===== config.mk =====
export PLATFORM = sky130hd
export DESIGN_NAME = double_speed_clock_select
export DESIGN_NICKNAME = d
export VERILOG_FILES = /design/src/hdl/clock_speed_pkg.sv /design/src/hdl/double_speed_clock_select.sv /design/src/hdl/speed_phase_gen.sv
export SDC_FILE = /design/constraint.sdc
export NUM_CORES = 1
export LEC_CHECK = 0
export ABC_AREA = 1
export BUFFER_PORTS_ARGS = -buffer_cell sky130_fd_sc_hd__buf_4
export CAP_MARGIN = 20
export CORE_MARGIN = 5
export CORE_UTILIZATION = 50
export DETAILED_ROUTE_END_ITERATION = 7
export PLACE_DENSITY = 0.87
export SLEW_MARGIN = 15
export SYNTH_ARGS = -nofsm -noshare
export SYNTH_HDL_FRONTEND = slang
export SYNTH_SLANG_ARGS = --single-unit
export TNS_END_PERCENT = 100

===== constraint.sdc =====
create_clock -name sys_clk -period 2.37 [get_ports sys_clk]
set_input_delay 0.474 -clock sys_clk [delete_from_list [all_inputs] [get_ports sys_clk]]
set_output_delay 0.474 -clock sys_clk [all_outputs]
set_load 0.05 [all_outputs]

===== src/hdl/clock_speed_pkg.sv =====
// Package: register map, field layout and speed constants of the clock speed selector
package clock_speed_pkg;
    localparam logic [11:0] control_reg_offset = 12'h000;
    localparam logic [11:0] periph_reg_offset = 12'h004;
    localparam logic [11:0] status_reg_offset = 12'h008;
    localparam int double_speed_bit = 0;
    localparam int timer0_bit = 1;
    localparam int timer1_bit = 2;
    localparam int timer2_bit = 3;
    localparam int uart_bit = 4;
    localparam int pca_bit = 5;
    localparam int watchdog_bit = 6;
    localparam int can_bit = 7;
    localparam int spi_bit = 0;
    localparam int num_periph = 8;
    localparam logic [7:0] control_reset = 8'h00;
    localparam logic [0:0] periph_reset = 1'h0;
    localparam int standard_periods = 12;
    localparam int double_periods = 6;
    localparam int phase_count_width = 4;

    typedef struct packed {
        logic [11:0] paddr;
        logic psel;
        logic penable;
        logic pwrite;
        logic [31:0] pwdata;
    } apb_req_s;

    typedef struct packed {
        logic [31:0] prdata;
        logic pready;
        logic pslverr;
    } apb_rsp_s;
endpackage


===== src/hdl/double_speed_clock_select.sv =====
// Clock speed selector: halving stage, double speed switch, per-peripheral select
`timescale 1ns/1ns
`default_nettype none
module double_speed_clock_select #(
    parameter int num_periph = clock_speed_pkg::num_periph
) (
    // Clock and reset
    input wire logic sys_clk,
    input wire logic nrst,
    // Oscillator sample and nonvolatile start option
    input wire logic crystal_input,
    input wire logic reset_double_speed_option,
    // APB slave
    input wire clock_speed_pkg::apb_req_s apb_req,
    output clock_speed_pkg::apb_rsp_s apb_rsp,
    // Clock enables towards the core and peripherals, and the speed mode flags
    output logic cpu_cycle_strobe,
    output logic [num_periph-1:0] periph_cycle_strobe,
    output logic double_speed_mode,
    output logic standard_speed_mode
);
    typedef enum logic [3:0] {
        st_reset = 4'b0001,
        st_settle = 4'b0010,
        st_capture = 4'b0100,
        st_run = 4'b1000
    } boot_e;

    typedef struct packed {
        boot_e boot;
        logic [1:0] xin_sync;
        logic [1:0] opt_sync;
        logic xin_prev;
        logic half_clk;
        logic [7:0] control;
        logic spi_select;
        logic active_fast;
    } state_s;

    state_s st;
    state_s next_st;
    logic xtal_rise;
    logic half_rise;
    logic cpu_strobe;
    logic [num_periph-1:0] periph_fast;
    logic [num_periph-1:0] periph_slow;
    logic [31:0] next_rdata;
    logic apb_write;

    // The crystal is sampled on sys_clk; each rising crystal edge is one oscillator period
    assign xtal_rise = st.xin_sync[1] & ~st.xin_prev;
    // Halved clock rises on every second crystal rising edge
    assign half_rise = xtal_rise & ~st.half_clk;
    assign apb_write = apb_req.psel & apb_req.penable & apb_req.pwrite;

    always_comb begin
        next_st = st;
        next_st.xin_sync = {st.xin_sync[0], crystal_input};
        next_st.opt_sync = {st.opt_sync[0], reset_double_speed_option};
        next_st.xin_prev = st.xin_sync[1];
        if (xtal_rise) begin
            next_st.half_clk = ~st.half_clk;
        end
        case (st.boot)
            st_reset: begin
                next_st.boot = st_settle;
            end
            // One extra cycle lets the strap pass both synchroniser stages
            st_settle: begin
                next_st.boot = st_capture;
            end
            st_capture: begin
                // Option is a strap, caught after reset release, not by the reset itself
                next_st.control[clock_speed_pkg::double_speed_bit] =
                    st.opt_sync[1];
                next_st.active_fast = st.opt_sync[1];
                next_st.boot = st_run;
            end
            st_run: begin
                if (apb_write && apb_req.paddr == clock_speed_pkg::control_reg_offset) begin
                    next_st.control = apb_req.pwdata[7:0];
                end
                if (apb_write && apb_req.paddr == clock_speed_pkg::periph_reg_offset) begin
                    next_st.spi_select = apb_req.pwdata[clock_speed_pkg::spi_bit];
                end
                // Both directions wait for a halved clock rise, so no short cycle leaks out
                if (half_rise) begin
                    next_st.active_fast =
                        st.control[clock_speed_pkg::double_speed_bit];
                end
            end
            default: begin
                next_st.boot = st_reset;
            end
        endcase
    end

    always_ff @(posedge sys_clk or negedge nrst) begin
        if (!nrst) begin
            st.boot <= st_reset;
            st.xin_sync <= 2'h0;
            st.opt_sync <= 2'h0;
            st.xin_prev <= 1'b0;
            st.half_clk <= 1'b0;
            st.control <= clock_speed_pkg::control_reset;
            st.spi_select <= clock_speed_pkg::periph_reset;
            st.active_fast <= 1'b0;
        end else begin
            st <= next_st;
        end
    end

    // Core phase generator: full crystal in double speed, halved otherwise
    speed_phase_gen #(
        .standard_periods(clock_speed_pkg::standard_periods),
        .double_periods(clock_speed_pkg::double_periods)
    ) cpu_phase (
        .sys_clk(sys_clk),
        .nrst(nrst),
        .tick_full(xtal_rise),
        .tick_half(half_rise),
        .fast(st.active_fast),
        .cycle_strobe(cpu_strobe)
    );

    // Peripheral select bits count only once the CPU runs fast
    assign periph_slow = num_periph'({st.spi_select,
        st.control[clock_speed_pkg::can_bit:clock_speed_pkg::timer0_bit]});

    // Each peripheral has its own phase counter; the CPU bit alone, with its select bit clear, runs it fast
    genvar gi;
    generate
        for (gi = 0; gi < num_periph; gi = gi + 1) begin : g_periph
            assign periph_fast[gi] = st.active_fast & ~periph_slow[gi];
            speed_phase_gen #(
                .standard_periods(clock_speed_pkg::standard_periods),
                .double_periods(clock_speed_pkg::double_periods)
            ) periph_phase (
                .sys_clk(sys_clk),
                .nrst(nrst),
                .tick_full(xtal_rise),
                .tick_half(half_rise),
                .fast(periph_fast[gi]),
                .cycle_strobe(periph_cycle_strobe[gi])
            );
        end
    endgenerate

    assign cpu_cycle_strobe = cpu_strobe;
    assign double_speed_mode = st.active_fast;
    assign standard_speed_mode = ~st.active_fast;

    always_comb begin
        next_rdata = 32'h0000_0000;
        case (apb_req.paddr)
            clock_speed_pkg::control_reg_offset: next_rdata[7:0] = st.control;
            clock_speed_pkg::periph_reg_offset: next_rdata[0] = st.spi_select;
            clock_speed_pkg::status_reg_offset: next_rdata[0] = st.active_fast;
            default: next_rdata = 32'h0000_0000;
        endcase
    end

    always_comb begin
        apb_rsp.prdata = next_rdata;
        apb_rsp.pready = 1'b1;
        apb_rsp.pslverr = apb_req.psel & apb_req.penable &
            (apb_req.paddr != clock_speed_pkg::control_reg_offset) &
            (apb_req.paddr != clock_speed_pkg::periph_reg_offset) &
            (apb_req.paddr != clock_speed_pkg::status_reg_offset);
    end
endmodule
`default_nettype wire


===== src/hdl/speed_phase_gen.sv =====
// Machine cycle phase generator: one strobe every N enabled ticks
`timescale 1ns/1ns
`default_nettype none
module speed_phase_gen #(
    parameter int standard_periods = clock_speed_pkg::standard_periods,
    parameter int double_periods = clock_speed_pkg::double_periods
) (
    // Clock and reset
    input wire logic sys_clk,
    input wire logic nrst,
    // Clock source ticks and selected mode
    input wire logic tick_full,
    input wire logic tick_half,
    input wire logic fast,
    // Cycle strobe
    output logic cycle_strobe
);
    localparam logic [3:0] last_std = 4'(standard_periods / 2 - 1);
    localparam logic [3:0] last_dbl = 4'(double_periods - 1);

    typedef struct packed {
        logic [3:0] count;
        logic strobe;
    } state_s;

    state_s st;
    state_s next_st;
    logic tick;

    // In standard mode the halved clock counts, so 6 halved ticks give 12 periods
    assign tick = fast ? tick_full : tick_half;

    always_comb begin
        next_st = st;
        next_st.strobe = 1'b0;
        if (tick) begin
            if (st.count >= (fast ? last_dbl : last_std)) begin
                next_st.count = 4'h0;
                next_st.strobe = 1'b1;
            end else begin
                next_st.count = st.count + 4'h1;
            end
        end
    end

    always_ff @(posedge sys_clk or negedge nrst) begin
        if (!nrst) begin
            st <= '0;
        end else begin
            st <= next_st;
        end
    end

    assign cycle_strobe = st.strobe;
endmodule
`default_nettype wire


# Word-level counts from Yosys, hierarchy flattened
# Cells that the tools add are included.
totals:
  out_inout_bits: 45
  romBits: 0
  reg_bits: 65
  n_memories: 0
  wordCells: 133
  ram_bits: 0
  latchBits: 0
classes:
  n_eq_ne: 10
  n_addsub: 9
  div: 0
  n_lt_le_gt_ge: 9
  bitwise_logic: 26
  n_reduce_logical: 9
  mul: 0
  mux: 43
  shifts: 0
ops:
  columns: ["op", "count"]
  rows:
  - ["4-bit by 1-bit adder with 4-bit output (second input constant)", 9]
  - ["4-bit by 3-bit >= comparator with 1-bit output (second input constant)", 9]
  - ["4-bit 2-to-1 mux", 9]
  - ["1-bit 2-to-1 mux", 29]
  - ["4-bit one-hot mux with 4 select lines", 1]
  - ["1-bit bitwise AND", 15]
  - ["12-bit by 3-bit equality test with 1-bit output (second input constant)", 1]
  - ["12-bit by 4-bit equality test with 1-bit output (second input constant)", 1]
  - ["12-bit logical NOT", 1]
  - ["12-bit by 3-bit != test with 1-bit output (second input constant)", 1]
  - ["12-bit by 4-bit != test with 1-bit output (second input constant)", 1]
  - ["12-bit nonzero test", 1]
  - ["1-bit inverter", 11]
  - ["2-bit AND reduction", 4]
  - ["7-bit 2-to-1 mux", 1]
  - ["4-bit by 1-bit equality test with 1-bit output (second input constant)", 1]
  - ["4-bit by 2-bit equality test with 1-bit output (second input constant)", 1]
  - ["4-bit by 3-bit equality test with 1-bit output (second input constant)", 1]
  - ["4-bit equality test (second input constant)", 1]
  - ["1-bit one-hot mux with 2 select lines", 2]
  - ["1-bit one-hot mux with 3 select lines", 1]
  - ["1-bit logical AND", 2]
  - ["2-bit by 1-bit != test with 1-bit output (second input constant)", 1]
  - ["2-bit != test (second input constant)", 1]
  - ["2-bit nonzero test", 1]

# Logic depth before layout (Yosys ltp)
logic_depth:
  word_depth: 5
  mapped_depth: 8

# Modules after synthesis
# From an unflattened synthesis, not the netlist that was laid out.
unflattened:
  hier_cells: 514
  hier_area_um2: 3905.0
modules_own_cells:
  columns: ["module", "n_inst", "area_per_inst_um2", "cells_each", "seq_area_each_um2"]
  rows:
  - ["speed_phase_gen", 9, 294.0, 40, 125.1]
  - ["double_speed_clock_select", 1, 1258.7, 154, 501.7]

# Worst setup path before layout
# Ideal clock, no wire load.
synth_path:
  path_type: "input -> output"
  start: "input port apb_req[36] in the netlist's numbering"
  end: "output port apb_rsp[3] in the netlist's numbering"
  path_stages: 4
  path_slack_ns: 0.143
  t_arrival_ns: 1.753
  cell_sequence: "or2_2 > nor2_4 > nand2_1 > nor2_1"
synth_rtl:
  columns: ["element", "line", "source"]
  rows:
  - ["from (decl)", "double_speed_clock_select.sv:14", "input wire clock_speed_pkg::apb_req_s apb_req,"]
  - ["to (decl)", "double_speed_clock_select.sv:15", "output clock_speed_pkg::apb_rsp_s apb_rsp,"]

==> impl_metrics.json <==
{
  "remaining_drc_errors": 0,
  "maxCapViolCount": 0,
  "max_clock_freq_mhz": 457,
  "final.setup_skew_ns": 0.00742,
  "clkPwrFrac": 0.293,
  "die_x_um": 94.0,
  "diodes": 0,
  "syn_area_per_cell_um2": 8.67,
  "worst_path_most_repeated_cell": "buf_4",
  "peakVddDrop_mv": 0.585,
  "path_class": "input pin to primary output",
  "end_kind": "primary output",
  "num_vias": 2635,
  "ys_warn_count": 0,
  "hold_viol": 0,
  "firstDrtPassIters": 4,
  "power.leakage_nw": 2.10,
  "min_path_type": "input pin to async pin",
  "grt_usage": 0.162,
  "first_iter_violations": 149,
  "power_density_nw_per_um2": 966,
  "rows": 30,
  "dp_slack_ns": 0.147,
  "worst_slew_pin_slew_ns": 0.805,
  "syn2layout_area_growth_pct": 15.4,
  "layout_min_cycle_time_ns": 2.19,
  "placed_area_um2": 3830,
  "grt_overflow": 0,
  "routedWlPerCell_um": 12.0,
  "p_int_mw": 2.49,
  "timing.setup.tns_ns": 0,
  "synth.distinct_cells": 23,
  "final_nets": 532,
  "numCtsBuffers": 9,
  "whs_ns": 0.209,
  "clock_latency_ns": 0.35,
  "worstPathCellList": "buf_4 -> or2_2 -> nor2_4 -> nand2_1 -> nor2_1 -> buf_4",
  "grt_max_degree": 66,
  "antenna_left": 0,
  "reg2reg_from": "next_st[11]",
  "worst_path_max_delay_cell": "or2_2",
  "worst_path_largest_cell_delay_ns": 0.34,
  "grt_setup_unrepaired": "no",
  "final_common_cell": "nand2_1",
  "seqPwrFrac": 0.406,
  "dp_hpwl_mm": 4.62,
  "die_h_um": 94.0,
  "cts_buffer_depth": 2,
  "dieArea_um2": 8830,
  "finalCritPeriodShare": 0.924,
  "portBuffers": 46,
  "ys_seq_elements": 65,
  "critPathLaunch": "apb_req[36]",
  "swShare": 0.367,
  "start_util": 0.516,
  "cts-htree-levels": 3,
  "gp_congestion": 0.772,
  "postLayoutCellArea_um2": 4070,
  "final_cell_mix": "71 x nand2_1, 64 x dfrtp_1, 59 x inv_1",
  "drv_slew": 0,
  "grt_first_pass_wirelength_mm": 11.2,
  "relSlewSlack": 0.464,
  "fp.coreArea_um2": 6830,
  "cts-root-buf": "clkbuf_8",
  "synth_area_um2": 3530,
  "drive_above_1_share": 0.176,
  "setup_slack_ns": 0.181,
  "comb_power_share": 0.302,
  "netlist_instances": 407,
  "cts_setup_buffers": 0,
  "antenna_found_initial": 0,
  "grt_pass1_vias": 2607,
  "seq_area_frac_synth": 0.462,
  "startpoint_type": "input pin",
  "cts_tree": "done",
  "finalSetupViolations": 0,
  "critPathMaxFanout": 7,
  "crit_required_ns": 1.90,
  "clk_pin_slew_ns": 0.07,
  "status": "finished, final reports clean",
  "cts.sinks": 65,
  "finalWirelength_mm": 6.64,
  "cts-resized-gates": 0,
  "io_pins": 96,
  "vias_per_cell": 4.75,
  "hold_buffers": 0,
  "switchingPower_mw": 1.44,
  "arrival_ns": 1.72
}
[worst max-delay path, delay by kind of cell]
| family | cells | cell delay (ns) |
|---|---|---|
| buffers and inverters | 2 | 0.32 |
| and+or+nand+nor | 4 | 0.92 |
[kinds of logic (layout without fill, tap and decap cells)]
group                      after synthesis  count (layout)  synth area share
other                                    2              25           0.00213
xor gates and xnor gates                 9               9            0.0223
DFF                                     65              65             0.462
adders and majority gates               27              27            0.0958
and+or+nand+nor                        155             155             0.193
AOI/OAI and AO/OA                       56              56            0.0890
buffers and inverters                   93             122             0.136
[cell type report]
type,instances,area (um2)
multi-input combinational,272,1510
clock inverter,5,103
fill,588,2760
sequential,65,1630
timing repair buffer,47,353
tap,96,120
inverter,59,221
clock buffer,11,141
[cells in the mapped netlist]
| master | number | area, um2 |
|---|---|---|
| conb_1 | 2 | 7.51 |
| a21oi_1 | 19 | 95.1 |
| buf_4 | 33 | 248 |
| ha_1 | 27 | 338 |
| buf_6 | 1 | 11.3 |
| nor2_1 | 28 | 105 |
| or2_2 | 3 | 18.8 |
| dfstp_2 | 1 | 26.3 |
| nand3_1 | 42 | 210 |
| nor2_4 | 2 | 22.5 |
| o21ai_2 | 8 | 70.1 |
| inv_1 | 59 | 221 |
| nand4_1 | 3 | 18.8 |
| o21ai_0 | 26 | 130 |
| nor2_2 | 2 | 12.5 |
| dfrtp_1 | 64 | 1600 |
| nand2_2 | 1 | 6.26 |
| xor2_1 | 9 | 78.8 |
| nand2_1 | 71 | 267 |
| a21oi_2 | 1 | 8.76 |
| nor3_1 | 2 | 10.0 |
| o21ai_1 | 2 | 10.0 |
| nand3_2 | 1 | 10.0 |
[state kept, by name, summed over array words and instances (netlist names)]
register / count
cpu_phase.cycle_strobe: 1
cpu_phase.st: 4
double_speed_mode: 1
g_periph.periph_phase.cycle_strobe: 8
g_periph.periph_phase.st: 32
next_st: 3
periph_slow: 8
st: 8
[path summary, 6_finish.rpt]
kind / end / slack, ns / cells past startpoint
max: apb_rsp[3] / 0.18 / 6
min: g_periph[5].periph_phase.cycle_strobe / 0.21 / 1
max reg2reg: g_periph[3].periph_phase.st[4] / 0.75 / 7
min reg2reg: next_st[11] / 0.35 / 0
max in group asynchronous: periph_slow[3] / 1.63 / 1
min in group sys_clk: next_st[15] / 0.23 / 1
[routing by layer]
layer / GRT usage / up-vias / wire (um)
met2: 0.284 / 50 / 3400
met5: 0 / - / 0
met1: 0.181 / 1250 / 2830
met3: 0.0425 / 14 / 280
met4: 0.0770 / 0 / 129
li1: - / 1321 / -
[per-stage QoR]
stage	instances	util	power (mW)
3_3_place_gp	539	0.560	2.67
4_1_cts	555	0.596	3.95
3_5_place_dp	539	0.560	2.78
5_1_grt	555	0.596	4.22
6_report	555	0.596	3.93
2_1_floorplan	430	-	2.50
[power groups by stage]
stage	Clock, mW	Sequential, mW	Combinational, mW
CTS	1.17	1.59	1.19
global placement	0	1.59	1.08
detailed placement	0	1.60	1.18
floorplan	0	1.58	0.922
global route	1.21	1.63	1.37
finish	1.15	1.60	1.19
(Power assumes the default switching activity.)
